## config.mk

```make
export PLATFORM = sky130hd
export DESIGN_NAME = flash_self_program_sequencer
export DESIGN_NICKNAME = d
export VERILOG_FILES = /design/src/design/prog_seq_pkg.sv /design/src/design/flash_self_program_sequencer.sv
export SDC_FILE = /design/constraint.sdc
export NUM_CORES = 1
export LEC_CHECK = 0
export BUFFER_PORTS_ARGS = -buffer_cell sky130_fd_sc_hd__clkbuf_2
export CAP_MARGIN = 10
export CELL_PAD_IN_SITES_DETAIL_PLACEMENT = 0
export CELL_PAD_IN_SITES_GLOBAL_PLACEMENT = 2
export CORE_ASPECT_RATIO = 0.75
export CORE_UTILIZATION = 36
export CTS_CLUSTER_DIAMETER = 150
export CTS_CLUSTER_SIZE = 12
export DETAILED_ROUTE_END_ITERATION = 12
export HOLD_SLACK_MARGIN = 0.05
export PLACE_DENSITY_LB_ADDON = 0.08
export SYNTH_ARGS = -nofsm -noshare
export SYNTH_HDL_FRONTEND = slang
export SYNTH_SLANG_ARGS = --single-unit
```

## constraint.sdc

```tcl
create_clock -name mclk -period 5.8 [get_ports mclk]
set_clock_uncertainty 0.05 [all_clocks]
set_input_delay 0.87 -clock mclk [delete_from_list [all_inputs] [get_ports mclk]]
set_output_delay 0.87 -clock mclk [all_outputs]
set_load 0.005 [all_outputs]
```

## src/design/prog_seq_pkg.sv

```systemverilog
// Purpose: Constants shared by the flash self-program sequencer.
// Assumes: 25 MHz system clock.
// Notes: Control register layout follows the command codes given to software.
package prog_seq_pkg;
  // Control register field positions
  localparam int BIT_OP_EN = 0;
  localparam int BIT_ERASE = 1;
  localparam int BIT_WRITE = 2;
  localparam int BIT_LOCK = 3;
  localparam int BIT_REEN = 4;
  localparam int BIT_BUSY = 6;
  localparam int BIT_IRQ_EN = 7;
  // Command codes in the low five bits
  localparam logic [4:0] CMD_LOAD = 5'h01;
  localparam logic [4:0] CMD_ERASE = 5'h03;
  localparam logic [4:0] CMD_WRITE = 5'h05;
  localparam logic [4:0] CMD_LOCK = 5'h09;
  localparam logic [4:0] CMD_REEN = 5'h11;
  // Register offsets on the local port
  localparam logic [2:0] OFS_CTRL = 3'h0;
  localparam logic [2:0] OFS_LOCKS = 3'h1;
  localparam logic [2:0] OFS_PAGE = 3'h2;
  localparam logic [7:0] CTRL_RESET = 8'h00;
  localparam logic [5:0] LOCKS_RESET = 6'h3F;
  // Store must follow the command within this many cycles
  localparam int STORE_WINDOW = 4;
  // Programming time, microseconds, and clock rate
  localparam int PROG_MIN_US = 3700;
  localparam int CLK_MHZ = 25;
  localparam int PROG_CYCLES = PROG_MIN_US * CLK_MHZ;
endpackage : prog_seq_pkg

```

## src/design/flash_self_program_sequencer.sv

```systemverilog
// Purpose: Self-program sequencer: page buffer, page erase/write, lock-set.
// Assumes: Core strobes a store on the same clock; flash array lies outside.
// Notes: Busy time uses the minimum programming time of the flash.
// Behaviour
// - Erase runs only on erase code then store within four cycles.
// - Erase takes page from page field; data and other bits ignored.
// - Erase of read-while-write section leaves other readable; else halts core.
// - Buffer load writes data word at pointer bits 5..1 on load code plus store.
// - Buffer cleared after page write, on reenable write, and on reset.
// - An EEPROM write during loading discards all loaded words.
// - Page write needs write code plus store within four cycles; data ignored.
// - Write to read-while-write section leaves other readable; else halts core.
// - Enabled interrupt is a level while operation-enable bit is clear.
// - Buffer words may be loaded in any order.
// - Reads of read-while-write section blocked during erase or write.
// - Section-busy bit set while the read-while-write section is busy.
// - Lock-set uses data low register value, lock code, store within four.
// - Each zero among data bits 5..0 programs that lock bit.
// - Whole flash stays readable while lock bits program.
// - EEPROM write busy refuses every programming command.
// - Command bits self-clear when no store follows within four cycles.
// - Erase, write or lock-set lasts PROG_TIME cycles, 3.7 ms at 25 MHz.
`timescale 1ns/1ns
`default_nettype none
module flash_self_program_sequencer #(
  parameter int PAGE_BITS = 8,
  parameter int WORDS = 32,
  parameter int PROG_TIME = prog_seq_pkg::PROG_CYCLES
) (
  // Clock and reset
  input wire logic mclk,
  input wire logic sys_rst,
  // Register port
  input wire logic [2:0] reg_addr,
  input wire logic [7:0] reg_wdata,
  input wire logic reg_wr,
  input wire logic reg_rd,
  output logic [7:0] reg_rdata,
  // Core store instruction and its operands
  input wire logic store_instr,
  input wire logic [15:0] addr_pointer,
  input wire logic [7:0] data_low_register,
  input wire logic [7:0] data_high_register,
  // EEPROM write busy, from same clock domain
  input wire logic eeprom_write_busy_bit,
  // Flash array side
  input wire logic target_in_rww,
  output logic core_halt,
  output logic rww_read_block,
  output logic flash_erase,
  output logic flash_write,
  output logic [PAGE_BITS-1:0] flash_page,
  output logic [5:0] lock_bits,
  output logic irq
);
  localparam int WB = $clog2(WORDS);
  typedef enum logic [1:0] {IDLE, ERASE, WRITE, LOCK} op_t;
  typedef struct packed {
    logic [7:0] ctrl;
    logic [2:0] win;
    op_t op;
    logic [31:0] timer;
    logic [WORDS-1:0] loaded;
    logic loading;
    logic [PAGE_BITS-1:0] page;
    logic [5:0] locks;
    logic halt;
    logic rww_blk;
    logic pulse_e;
    logic pulse_w;
    logic irq;
    logic [7:0] rdata;
  } state_t;
  state_t s, next_s;
  logic [15:0] buffer [WORDS];
  logic do_load;
  logic [WB-1:0] load_idx;

  ////////////////////////////////////////////////////////////////////////
  // Next state
  always_comb begin
    logic [4:0] cmd;
    logic take;
    next_s = s;
    cmd = s.ctrl[4:0];
    take = store_instr && s.ctrl[prog_seq_pkg::BIT_OP_EN] && s.win != 3'h0 && s.op == IDLE
      && !eeprom_write_busy_bit;
    do_load = 1'b0;
    load_idx = addr_pointer[WB:1];
    next_s.pulse_e = 1'b0;
    next_s.pulse_w = 1'b0;
    next_s.rdata = 8'h00;
    // Window countdown; unused enable bits self-clear
    // A store in the last window cycle wins, or the running command would lose its code
    if (s.win != 3'h0) begin
      next_s.win = s.win - 3'h1;
      if (s.win == 3'h1 && s.op == IDLE && !take) begin
        next_s.ctrl[4:0] = 5'h00;
      end
    end
    // EEPROM write mid-load discards the buffer
    if (eeprom_write_busy_bit && s.loading) begin
      next_s.loaded = '0;
      next_s.loading = 1'b0;
    end
    if (take) begin
      next_s.win = 3'h0;
      // Only the first load of a word lands until the buffer is flushed
      if (cmd == prog_seq_pkg::CMD_LOAD) begin
        do_load = !s.loaded[load_idx];
        next_s.loaded[load_idx] = 1'b1;
        next_s.loading = 1'b1;
        next_s.ctrl[4:0] = 5'h00;
      end else if (cmd == prog_seq_pkg::CMD_ERASE || cmd == prog_seq_pkg::CMD_WRITE) begin
        next_s.op = (cmd == prog_seq_pkg::CMD_ERASE) ? ERASE : WRITE;
        next_s.page = addr_pointer[WB+1 +: PAGE_BITS];
        next_s.pulse_e = (cmd == prog_seq_pkg::CMD_ERASE);
        next_s.pulse_w = (cmd == prog_seq_pkg::CMD_WRITE);
        next_s.timer = PROG_TIME - 1;
        // Halt the core only when the target is outside the read-while-write section
        next_s.halt = !target_in_rww;
        next_s.rww_blk = 1'b1;
        next_s.ctrl[prog_seq_pkg::BIT_BUSY] = 1'b1;
      // Lock bits only move towards programmed; a one in the data keeps the old value
      end else if (cmd == prog_seq_pkg::CMD_LOCK) begin
        next_s.op = LOCK;
        next_s.locks = s.locks & data_low_register[5:0];
        next_s.timer = PROG_TIME - 1;
      // Reenable also flushes the buffer, so a pre-filled buffer is lost here
      end else if (cmd == prog_seq_pkg::CMD_REEN) begin
        next_s.loaded = '0;
        next_s.loading = 1'b0;
        next_s.ctrl[prog_seq_pkg::BIT_BUSY] = 1'b0;
        next_s.rww_blk = 1'b0;
        next_s.ctrl[4:0] = 5'h00;
      end
    end
    // Operation timer and completion
    case (s.op)
      IDLE: ;
      default: begin
        if (s.timer == 32'h0) begin
          next_s.op = IDLE;
          next_s.ctrl[4:0] = 5'h00;
          // Busy and the read block stay set until software reenables the section
          next_s.halt = 1'b0;
          if (s.op == WRITE) begin
            next_s.loaded = '0;
            next_s.loading = 1'b0;
          end
        end else begin
          next_s.timer = s.timer - 32'h1;
        end
      end
    endcase
    // Register writes; refused while an operation runs
    // Irq enable stays writable while the EEPROM is busy; only commands are held off
    if (reg_wr && reg_addr == prog_seq_pkg::OFS_CTRL && s.op == IDLE) begin
      next_s.ctrl[prog_seq_pkg::BIT_IRQ_EN] = reg_wdata[prog_seq_pkg::BIT_IRQ_EN];
      if (!eeprom_write_busy_bit) begin
        next_s.ctrl[4:0] = reg_wdata[4:0];
        next_s.win = (reg_wdata[prog_seq_pkg::BIT_OP_EN]) ? 3'(prog_seq_pkg::STORE_WINDOW) : 3'h0;
      end
    end
    // Register reads
    // Read data stand for one cycle only and are zero otherwise
    if (reg_rd) begin
      if (reg_addr == prog_seq_pkg::OFS_CTRL) begin
        next_s.rdata = s.ctrl;
      end else if (reg_addr == prog_seq_pkg::OFS_LOCKS) begin
        next_s.rdata = {2'b11, s.locks};
      end else if (reg_addr == prog_seq_pkg::OFS_PAGE) begin
        next_s.rdata = 8'(s.page);
      end else begin
        next_s.rdata = 8'h00;
      end
    end
    next_s.irq = s.ctrl[prog_seq_pkg::BIT_IRQ_EN] && !next_s.ctrl[prog_seq_pkg::BIT_OP_EN];
  end

  ////////////////////////////////////////////////////////////////////////
  // State register; buffer words kept in plain storage
  always_ff @(posedge mclk or posedge sys_rst) begin
    if (sys_rst) begin
      s <= '0;
      s.ctrl <= prog_seq_pkg::CTRL_RESET;
      s.locks <= prog_seq_pkg::LOCKS_RESET;
      s.op <= IDLE;
    end else begin
      s <= next_s;
    end
  end

  // Buffer data needs no reset: the valid mask is cleared instead
  always_ff @(posedge mclk) begin
    if (do_load) begin
      buffer[load_idx] <= {data_high_register, data_low_register};
    end
  end

  assign reg_rdata = s.rdata;
  assign core_halt = s.halt;
  assign rww_read_block = s.rww_blk;
  assign flash_erase = s.pulse_e;
  assign flash_write = s.pulse_w;
  assign flash_page = s.page;
  assign lock_bits = s.locks;
  assign irq = s.irq;
endmodule : flash_self_program_sequencer
`default_nettype wire

```

* Word level (Yosys, flattened, before mapping) *
Index checks and enable logic that the tools add are counted.
W data, S select, Z words.

storage, ports and cells
  bits in registers = 103
  output and inout port bits = 27

cells by class
  add/subtract/negate cells = 2
  order comparisons = 2
  equality and inequality tests = 10
  mux-type cells = 43
  bitwise logic cells = 4
  reduce and logical (&&, ||, !) cells = 24

operator list
  kind                     number
  $mux W33                 7
  $mux W34                 3
  $mux W93                 1
  $mux W67                 1
  $mux W8                  8
  $mux W5                  7
  $logic_not A32 Y1        1
  $mux W32                 1
  $or A32 B32 Y32          1
  $sub A32 B1 Y32 const B  1
  $mux W18                 1
  $mux W6                  2
  $logic_and A1 B1 Y1      11
  $reduce_and A4 Y1        2
  $mux W1                  7
  $and A6 B6 Y6            1
  $eq A3 B1 Y1 const B     2
  $lt A5 B6 Y1 const B     1
  $mux W2                  3
  $demux W1 S5             1
  $eq A5 B1 Y1 const B     1
  $eq A5 B2 Y1 const B     1
  $eq A5 B3 Y1 const B     1
  $eq A5 B4 Y1 const B     1
  other kinds (15)         19

* Depth between registers and ports, before layout *
Gate-level depths: netlist of run 1.

  word-level depth = 19
  gate-level depth with buffers = 9

* Worst setup path after synthesis of run 1 *
OpenSTA, ideal clock, no wires.

  path kind = in2reg
  start = in reg_addr[2]
  end = reg s[101] (netlist name)
  arrival = 2.440 ns
  required time = 5.628 ns
  slack = 3.188 ns
  stages on the path = 5
  cells stage by stage = or3_1 -> clkbuf_1 -> nor4_1 -> a211oi_1 -> a32o_1

RTL lines
  what                  RTL line                             text
  start, declared       flash_self_program_sequencer.sv:34   input wire logic [2:0] reg_addr,
  end signal, assigned  flash_self_program_sequencer.sv:190  s <= next_s;
  end, declared         flash_self_program_sequencer.sv:74   state_t s, next_s;

==> results of run 1 <==
cell type report:
cell class | count | area (um^2) | share of cell area (%)
clock inverters | 5 | 50.0 | 1.19
repair buffers | 59 | 303 | 7.22
multi-input cells | 257 | 1640 | 39.0
flip-flops and latches | 70 | 1760 | 42.0
inverters | 12 | 45.0 | 1.07
clock buffers | 11 | 233 | 5.55
well taps | 132 | 165 | 3.94
cells by family after synthesis:
family	count (synthesis)	share of synthesized area (%)
adder cells (fa/ha/maj)	4	1.35
flip-flops	70	47.5
multiplexers	30	8.24
XOR/XNOR	4	0.946
AO/OA/AOI/OAI	50	8.65
AND/OR/NAND/NOR	169	25.0
buffers and inverters	53	8.34
flip-flops by register name, indices dropped and copies added, names as in the netlist:
register        flops
core_halt           1
flash_erase         1
flash_page          8
flash_write         1
irq                 1
lock_bits           6
reg_rdata           8
rww_read_block      1
s                  43
report_power, final:
| part | switching (uW) | leakage (uW) | internal, uW | total (uW) |
|---|---|---|---|---|
| registers | 120 | 0.000815 | 602 | 722 |
| logic | 188 | 0.000952 | 170 | 358 |
| clock network | 204 | 0.000143 | 330 | 534 |
| total | 512 | 0.00191 | 1100 | 1610 |
placed cells by master, fill, tap and decap left out, types with 4 or more instances in the layout:
cell type  instances
nor3_1            11
nand2b_1           7
nand3_2            4
clkinv_2           4
mux2i_1           26
o21ai_0           16
mux2_2             4
a211oi_1           4
o22ai_1            6
a21oi_1            6
inv_1             11
nor2_1            41
or2_2              5
or3_1              4
nand3_1            7
ha_1               4
nand4_1            7
or4_1              5
clkbuf_16          9
nor2b_1            7
clkbuf_2          56
nor4_1            18
dfrtp_1           64
dfstp_2            6
o21a_1             7
nand2_1           35
stage by stage:
| step | power (uW) | area (um^2) |
|---|---|---|
| floorplan | 996 | 3700 |
| global placement | 1080 | 3910 |
| detailed placement | 1090 | 3910 |
| CTS | 1640 | 4190 |
| global route | 1730 | 4190 |
| finish | 1610 | 4190 |
worst paths after layout:
| kind | from | end | slack, ns | depth (start not counted) |
|---|---|---|---|---|
| setup / recovery | s[72] | s[81] | 2.98 | 5 |
| hold / removal | lock_bits[3] | lock_bits[3] | 0.42 | 1 |
| setup reg to reg | s[72] | s[81] | 2.98 | 5 |
| hold reg to reg | lock_bits[3] | lock_bits[3] | 0.42 | 1 |
| max in group asynchronous | sys_rst | flash_page[1] | 4.36 | 3 |
| min in group asynchronous | sys_rst | s[95] | 0.73 | 3 |
metal layers:
metal  GRT usage, %  vias to the layer above
met5              0                        -
met3           4.38                        9
met2           23.2                       53
met4           5.70                        0
met1           27.0                     1356
li1               -                     1382
==> impl_metrics.json, run 1 <==
{
  "synth.most_common_cell": "dfrtp_1",
  "nets": 463,
  "synth_fp_nets": 434,
  "vias": 2800,
  "slew_violations": 0,
  "met2_length_mm": 3.48,
  "clkSinkCount": 70,
  "utilization_pct": 42.7,
  "cts_max_path_buffers": 2,
  "route.detailed.drc": 0,
  "areaGrowthSynthToFinish_pct": 13.1,
  "crit_fanout": 15,
  "yosysSeqAreaShare_pct": 47.5,
  "syn_area_per_cell_um2": 9.75,
  "grtUsageTotal_pct": 17.5,
  "final_cell_count_no_fill": 546,
  "top_layer_used": "met4",
  "yosys_register_bits": 70,
  "cp-start-kind": "flop",
  "grt_pass1_vias": 2671,
  "rsz0062_at_grt": "no",
  "min_period_ns": 2.82,
  "crit_path_end_kind": "flop",
  "crit_path_max_incr_delay_ns": 0.82,
  "vias_per_cell": 5.13,
  "ys_warn_count": 0,
  "path_cells": "nor4_1 > nand2_1 > nor4_4 > nor4_1 > mux2i_1",
  "tns_ns": 0,
  "numPortBuffers": 56,
  "num_io_pins": 77,
  "slowest_stage": "nor4_4",
  "setup_violations": 0,
  "crit_type": "flop to flop",
  "synth_cells": 380,
  "die_h_um": 89.9,
  "syn_area_um2": 3700,
  "synth.area.top_cells": "dfrtp_1, mux2i_1, buf_4",
  "synth_top_area_share_pct": 43.2,
  "slew_headroom_pct": 39.3,
  "dp_hpwl_mm": 5.99,
  "start_util_pct": 37.8,
  "core_area_um2": 9810,
  "cts-resized-gates": 0,
  "ctsHoldBuffers": 0,
  "cts_made_buffers": 9,
  "ant_nets": 0,
  "async_flop_share_pct": 100,
  "grt_max_degree": 71,
  "required_ns": 5.95,
  "synth-edff-count": 0,
  "hold_viol": 0,
  "power_density_nw_per_um2": 385,
  "wl_met3_um": 329,
  "holdCritPathClass": "flop to flop",
  "diodes": 0,
  "wirelength_mm": 8.57,
  "cts_tree": "built",
  "fmax_mhz": 354,
  "leakage_uw": 0.00191,
  "h-tree-depth": 3,
  "cp_top_family": "simple AND/OR/NAND/NOR gates",
  "die-area_um2": 10700,
  "ys_top_cells_by_count": "dfrtp_1, nor2_1, nand2_1, mux2i_1, buf_4",
  "wl_per_cell_um": 15.7,
  "post_cts_buffers": 0,
  "grt_first_pass_wirelength_mm": 14.4,
  "dp.cells": 530,
  "chipWidth_um": 119,
  "ctsRootBufferMaster": "clkbuf_16",
  "synth_area_leader_cell": "dfrtp_1",
  "peakVddDrop_uv": 168,
  "wl_met1_mm": 4.65,
  "clock_latency_ns": 0.33,
  "place_congestion": 0.770,
  "drt_iter0_drc": 113,
  "yosysUniqueCellTypes": 49,
  "clk_pin_slew_ns": 0.05,
  "rows": 31,
  "synth_flop_cell": "dfrtp_1",
  "grt_overflow": 0,
  "cpMostUsedCell": "nor4_1",
  "layout-drive-gt1-share_pct": 23.9,
  "fill_cells": 1002,
  "worst_slack_ns": 2.98,
  "holdWs_ns": 0.417,
  "final.period_utilization_pct": 48.6,
  "outcome": "finished, final reports clean",
  "drt-pass1-iter-count": 4,
  "crit_buf_inv": 0,
  "dp_slack_ns": 2.80,
  "drv_cap": 0,
  "crit_arrival_ns": 2.97,
  "antenna_found_initial": 0,
  "worst_pin_slew_ns": 0.910
}
No activity file was read; power rests on OpenSTA's default activity.
==> run 2: changes to the inputs <==
--- a/config.mk
+++ b/config.mk
@@ -10,7 +10,7 @@
 export CELL_PAD_IN_SITES_DETAIL_PLACEMENT = 0
 export CELL_PAD_IN_SITES_GLOBAL_PLACEMENT = 2
 export CORE_ASPECT_RATIO = 0.75
-export CORE_UTILIZATION = 36
+export CORE_UTILIZATION = 34
 export CTS_CLUSTER_DIAMETER = 150
 export CTS_CLUSTER_SIZE = 12
 export DETAILED_ROUTE_END_ITERATION = 12
==> constraint.sdc (replaced) <==
create_clock -name mclk -period 2.6 [get_ports mclk]
set_clock_uncertainty 0.05 [all_clocks]
set_input_delay 0.39 -clock mclk [delete_from_list [all_inputs] [get_ports mclk]]
set_output_delay 0.39 -clock mclk [all_outputs]
set_load 0.005 [all_outputs]
==> run 2 against run 1 <==
  * Non-clock buffer count up 28
  * Wire length up 3.0%
  * Sequential cell count unchanged
  * Register-to-register slack worse by 2.9 ns
  * Fmax up 14%
  * Cell area up 7.1%
  * Global-route usage up 0.11 points
  * Cell count up 5.9%
  * Largest cell class unchanged
  * Largest power group unchanged
==> impl_metrics.json, run 2 (synthesis results as in run 1) <==
{
  "outcome": "finished, final reports clean",
  "antenna_found_initial": 0,
  "slew_headroom_pct": 65.7,
  "leakage_uw": 0.00208,
  "crit_type": "flop to flop",
  "dp.cells": 562,
  "top_register": "s",
  "clk_pin_slew_ns": 0.06,
  "fmax_mhz": 404,
  "dp_slack_ns": 0.0752,
  "cts_max_path_buffers": 2,
  "grtUsageTotal_pct": 17.6,
  "ant_nets": 0,
  "largest_reg_flops": 43,
  "numPortBuffers": 56,
  "areaGrowthSynthToFinish_pct": 21.2,
  "wirelength_mm": 8.83,
  "worst_pin_slew_ns": 0.510,
  "cts_made_buffers": 9,
  "rsz0062_at_grt": "no",
  "rows": 32,
  "die-area_um2": 11300,
  "cts-resized-gates": 0,
  "path_cells": "or3_4 > or4_4 > or4_4 > nand2_1 > mux2i_1",
  "chipWidth_um": 123,
  "dp_hpwl_mm": 6.30,
  "core_area_um2": 10500,
  "layout_commonest_cell": "dfrtp_1",
  "final_cell_count_no_fill": 578,
  "crit_path_max_incr_delay_ns": 0.59,
  "clkSinkCount": 70,
  "post_cts_buffers": 0,
  "nets": 491,
  "grt_first_pass_wirelength_mm": 15.0,
  "drt_iter0_drc": 149,
  "slew_violations": 0,
  "placed_cell_area_um2": 4170,
  "vias": 2860,
  "crit_path_end_kind": "flop",
  "die_h_um": 92.4,
  "cpMostUsedCell": "or4_4",
  "diodes": 0,
  "start_util_pct": 35.5,
  "worst_slack_ns": 0.125,
  "place_congestion": 0.733,
  "required_ns": 2.80,
  "num_io_pins": 77,
  "tns_ns": 0,
  "final.period_utilization_pct": 95.2,
  "crit_fanout": 19,
  "h-tree-depth": 3,
  "drt-pass1-iter-count": 4,
  "grt_pass1_vias": 2838,
  "layout_common_cells": "dfrtp_1, clkbuf_2, nor2_1, nand2_1, buf_4",
  "route.detailed.drc": 0,
  "ctsHoldBuffers": 0,
  "crit_arrival_ns": 2.68,
  "power_density_nw_per_um2": 856,
  "min_period_ns": 2.48,
  "vias_per_cell": 4.95,
  "wl_per_cell_um": 15.3,
  "grt_overflow": 0,
  "layout-drive-gt1-share_pct": 28.7,
  "setup_violations": 0,
  "holdCritPathClass": "primary input to asynchronous set/reset pin",
  "peakVddDrop_uv": 361,
  "ctsRootBufferMaster": "clkbuf_16",
  "clock_latency_ns": 0.33,
  "final_design_area_no_fill_um2": 4490,
  "cts_tree": "built",
  "cp-start-kind": "flop",
  "grt_max_degree": 71,
  "slowest_stage": "or4_4",
  "drv_cap": 0,
  "hold_viol": 0
}
==> run 2: worst paths after layout <==
| path | to | depth (start not counted) | startpoint | slack [ns] |
|---|---|---|---|---|
| hold reg to reg | lock_bits[3] | 1 | lock_bits[3] | 0.41 |
| max in group asynchronous | lock_bits[2] | 3 | sys_rst | 2.09 |
| setup / recovery | s[60] | 5 | s[67] | 0.12 |
| min in group mclk | core_halt | 2 | target_in_rww | 0.18 |
| hold / removal | s[95] | 3 | sys_rst | 0.05 |
| setup reg to reg | s[60] | 5 | s[67] | 0.12 |
==> run 2: critical path: cells and delay by family, from the launching register on <==
kind / cells / cell delay [ns]
AND/OR/NAND/NOR: 4 / 1.75
flip-flops: 1 / 0.40
multiplexers: 1 / 0.19
==> run 2: area by class of cell <==
class | count | area (um^2)
sequential | 70 | 1760
inverter | 12 | 45.0
clock buffer | 12 | 246
clock inverter | 4 | 70.1
timing repair buffer | 87 | 563
multi-input combinational | 257 | 1640
tap | 136 | 170
fill | 1061 | 5960
==> run 2: layer usage <==
metal / GRT usage (%) / share of wire, % / vias up
li1: - / - / 1443
met1: 26.8 / 55 / 1365
met4: 5.79 / 1.2 / 0
met2: 23.7 / 40 / 44
met5: 0 / 0 / -
met3: 4.31 / 3.2 / 8
==> run 2: per-stage QoR <==
stage / power [uW] / util, % / hold WS [ns]
2_1_floorplan: 2220 / - / 0.396
4_1_cts: 3890 / 43.0 / 0.0784
6_report: 3840 / 43.0 / 0.0531
5_1_grt: 4110 / 43.0 / 0.0917
3_3_place_gp: 2520 / 39.9 / 0.405
3_5_place_dp: 2540 / 39.9 / 0.406
==> run 2: power by group <==
| part | switching (uW) | leakage, uW | internal, uW |
|---|---|---|---|
| combinational | 495 | 0.00110 | 467 |
| clock | 462 | 0.000157 | 864 |
| sequential | 214 | 0.000815 | 1340 |
==> run 3: changes to the inputs <==
--- a/config.mk
+++ b/config.mk
@@ -16,6 +16,8 @@
 export DETAILED_ROUTE_END_ITERATION = 12
 export HOLD_SLACK_MARGIN = 0.05
 export PLACE_DENSITY_LB_ADDON = 0.08
+export REMOVE_ABC_BUFFERS = 1
+export SKIP_LAST_GASP = 1
 export SYNTH_ARGS = -nofsm -noshare
 export SYNTH_HDL_FRONTEND = slang
 export SYNTH_SLANG_ARGS = --single-unit
==> run 3 against run 2 <==
  * First-iteration DRC count grew 6.7%
  * Wire length grew 2.9%
  * Hold slack gained 0.0062 ns
  * Sequential share of layout area shrank 0.52 points
  * Register-to-register slack is essentially flat
  * Non-clock buffer count is the same
  * Clock power grew 16%
  * Utilization grew 0.57 points
  * Count of clock-buffer cells in the layout shrank 3
  * Cell area grew 1.3%
  * Critical path type unchanged
  * Critical endpoint unchanged
  * Largest cell class unchanged
==> impl_metrics.json, run 3 (synthesis results as in run 1) <==
{
  "outcome": "finished, final reports clean",
  "layout_commonest_cell": "dfrtp_1",
  "peakVddDrop_uv": 418,
  "hold_viol": 0,
  "crit_arrival_ns": 2.66,
  "vias_per_cell": 4.99,
  "path_cells": "or3_4 > or4_4 > or4_4 > nand2_1 > mux2i_1",
  "fill_cells": 1028,
  "drt-pass1-iter-count": 5,
  "dp_hpwl_mm": 6.60,
  "top_usage_layer": "met1",
  "crit_path_max_incr_delay_ns": 0.59,
  "fmax_mhz": 406,
  "antenna_found_initial": 0,
  "clock_latency_ns": 0.33,
  "placed_cell_area_um2": 4170,
  "areaGrowthSynthToFinish_pct": 22.8,
  "crit_path_end_kind": "flop",
  "final_design_area_no_fill_um2": 4550,
  "die-area_um2": 11300,
  "largest_reg_flops": 43,
  "grt_pass1_vias": 2902,
  "crit_type": "flop to flop",
  "critPathLaunch": "s[67]",
  "cp_top_family": "simple AND/OR/NAND/NOR gates",
  "holdCritPathClass": "primary input to asynchronous set/reset pin",
  "grtUsageTotal_pct": 17.5,
  "rr_startpoint": "s[67]",
  "min_period_ns": 2.46,
  "setup_violations": 0,
  "tns_ns": 0,
  "h-tree-depth": 3,
  "use_met1_pct": 26.7,
  "multi_input_area_um2": 1640,
  "reg2reg_to": "s[60]",
  "ant_nets": 0,
  "cts_made_buffers": 9,
  "utilization_pct": 43.5,
  "chipWidth_um": 123,
  "num_io_pins": 77,
  "grt_max_degree": 46,
  "cp-start-kind": "flop",
  "wirelength_mm": 9.08,
  "layout_common_cells": "dfrtp_1, clkbuf_2, nor2_1, nand2_1, buf_4",
  "power_uw": 4060,
  "final.period_utilization_pct": 94.6,
  "slowest_stage": "or4_4",
  "cts_max_path_buffers": 2,
  "clkSinkCount": 70,
  "place_congestion": 0.758,
  "start_util_pct": 35.5,
  "regArea_um2": 1760,
  "worst_slack_ns": 0.139,
  "grtUsageMet2_pct": 24.2,
  "crit_end": "s[60]",
  "numPortBuffers": 56,
  "route.detailed.drc": 0,
  "rows": 32,
  "drt_iter0_drc": 159,
  "crit_buf_inv": 0,
  "cpMostUsedCell": "or4_4",
  "core_area_um2": 10500,
  "leakage_uw": 0.00210,
  "clk_pin_slew_ns": 0.06,
  "dp_slack_ns": 0.0722,
  "grt_first_pass_wirelength_mm": 15.0,
  "power_density_nw_per_um2": 891,
  "r2r_slack_ns": 0.14,
  "required_ns": 2.80,
  "top_register": "s",
  "diodes": 0,
  "rr_worst_depth": 5,
  "post_cts_buffers": 0,
  "slew_headroom_pct": 59.9,
  "grt_overflow": 0,
  "drv_cap": 0,
  "gr-usage-met3_pct": 4.37,
  "ctsRootBufferMaster": "clkbuf_16",
  "vias": 2884,
  "rsz0062_at_grt": "no",
  "crit_fanout": 19,
  "worst_pin_slew_ns": 0.601,
  "slew_violations": 0,
  "wl_per_cell_um": 15.7,
  "cts_tree": "built",
  "nets": 491,
  "layout-drive-gt1-share_pct": 29.4,
  "cp.depth": 5,
  "die_h_um": 92.4
}
## run 3: cell count changes in the layout (fill, tap and decap cells not counted)
cell,delta
clkinv_2,-2
nor4b_1,-1
inv_6,+1
bufinv_16,+2
clkinvlp_4,+1
nor4b_2,+1
clkbuf_8,-1
clkinv_4,+1
clkbuf_1,-2
## run 3: final cells by class
| class | count | share of cell area (%) |
|---|---|---|
| clock buffer | 9 | 4.95 |
| timing repair buffer | 87 | 12.4 |
| clock inverter | 7 | 3.19 |
| inverter | 12 | 0.990 |
| sequential | 70 | 38.7 |
| multi-input combinational | 257 | 36.1 |
| tap | 136 | 3.74 |
## run 3: worst min-delay path by stage
| stage | slack, ns | startpoint | to | cells after the start |
|---|---|---|---|---|
| final | 0.06 | sys_rst | irq | 2 |
| after global routing | 0.10 | sys_rst | irq | 2 |
| after CTS | 0.08 | sys_rst | irq | 2 |
| after detailed placement | 0.41 | lock_bits[2] | lock_bits[2] | 1 |
| after global placement | 0.40 | lock_bits[5] | lock_bits[5] | 1 |
| after floorplan | 0.40 | s[91] | s[91] | 1 |
## run 3: what timing repair did
item | in CTS | in global routing
gates resized for setup | 0 | 1
endpoints found under the setup margin | 0 | 1
hold buffers | 0 | 0
endpoints found under the hold margin | 0 | 0
## run 3: metrics by stage
| stage | instances | hold slack [ns] |
|---|---|---|
| 2_1_floorplan | 339 | 0.396 |
| 3_3_place_gp | 562 | 0.403 |
| 3_5_place_dp | 562 | 0.410 |
| 4_1_cts | 578 | 0.0757 |
| 5_1_grt | 578 | 0.104 |
| 6_report | 578 | 0.0594 |
## run 3: power breakdown
| group | internal, uW | switching (uW) |
|---|---|---|
| clock network | 1040 | 502 |
| registers | 1340 | 229 |
| logic | 459 | 484 |
| total | 2840 | 1210 |
## run 3: worst reg2reg max path, stage by stage (launching register included)
cell and delay [ns]:
dfrtp_1 0.41, or3_4 0.40, or4_4 0.54, or4_4 0.59, nand2_1 0.20, mux2i_1 0.20
## run 3: per-layer routing
layer	vias to the layer above	wire (um)
li1	1447	-
met1	1370	4900
met2	59	3720
met3	8	365
met4	0	92
met5	-	0
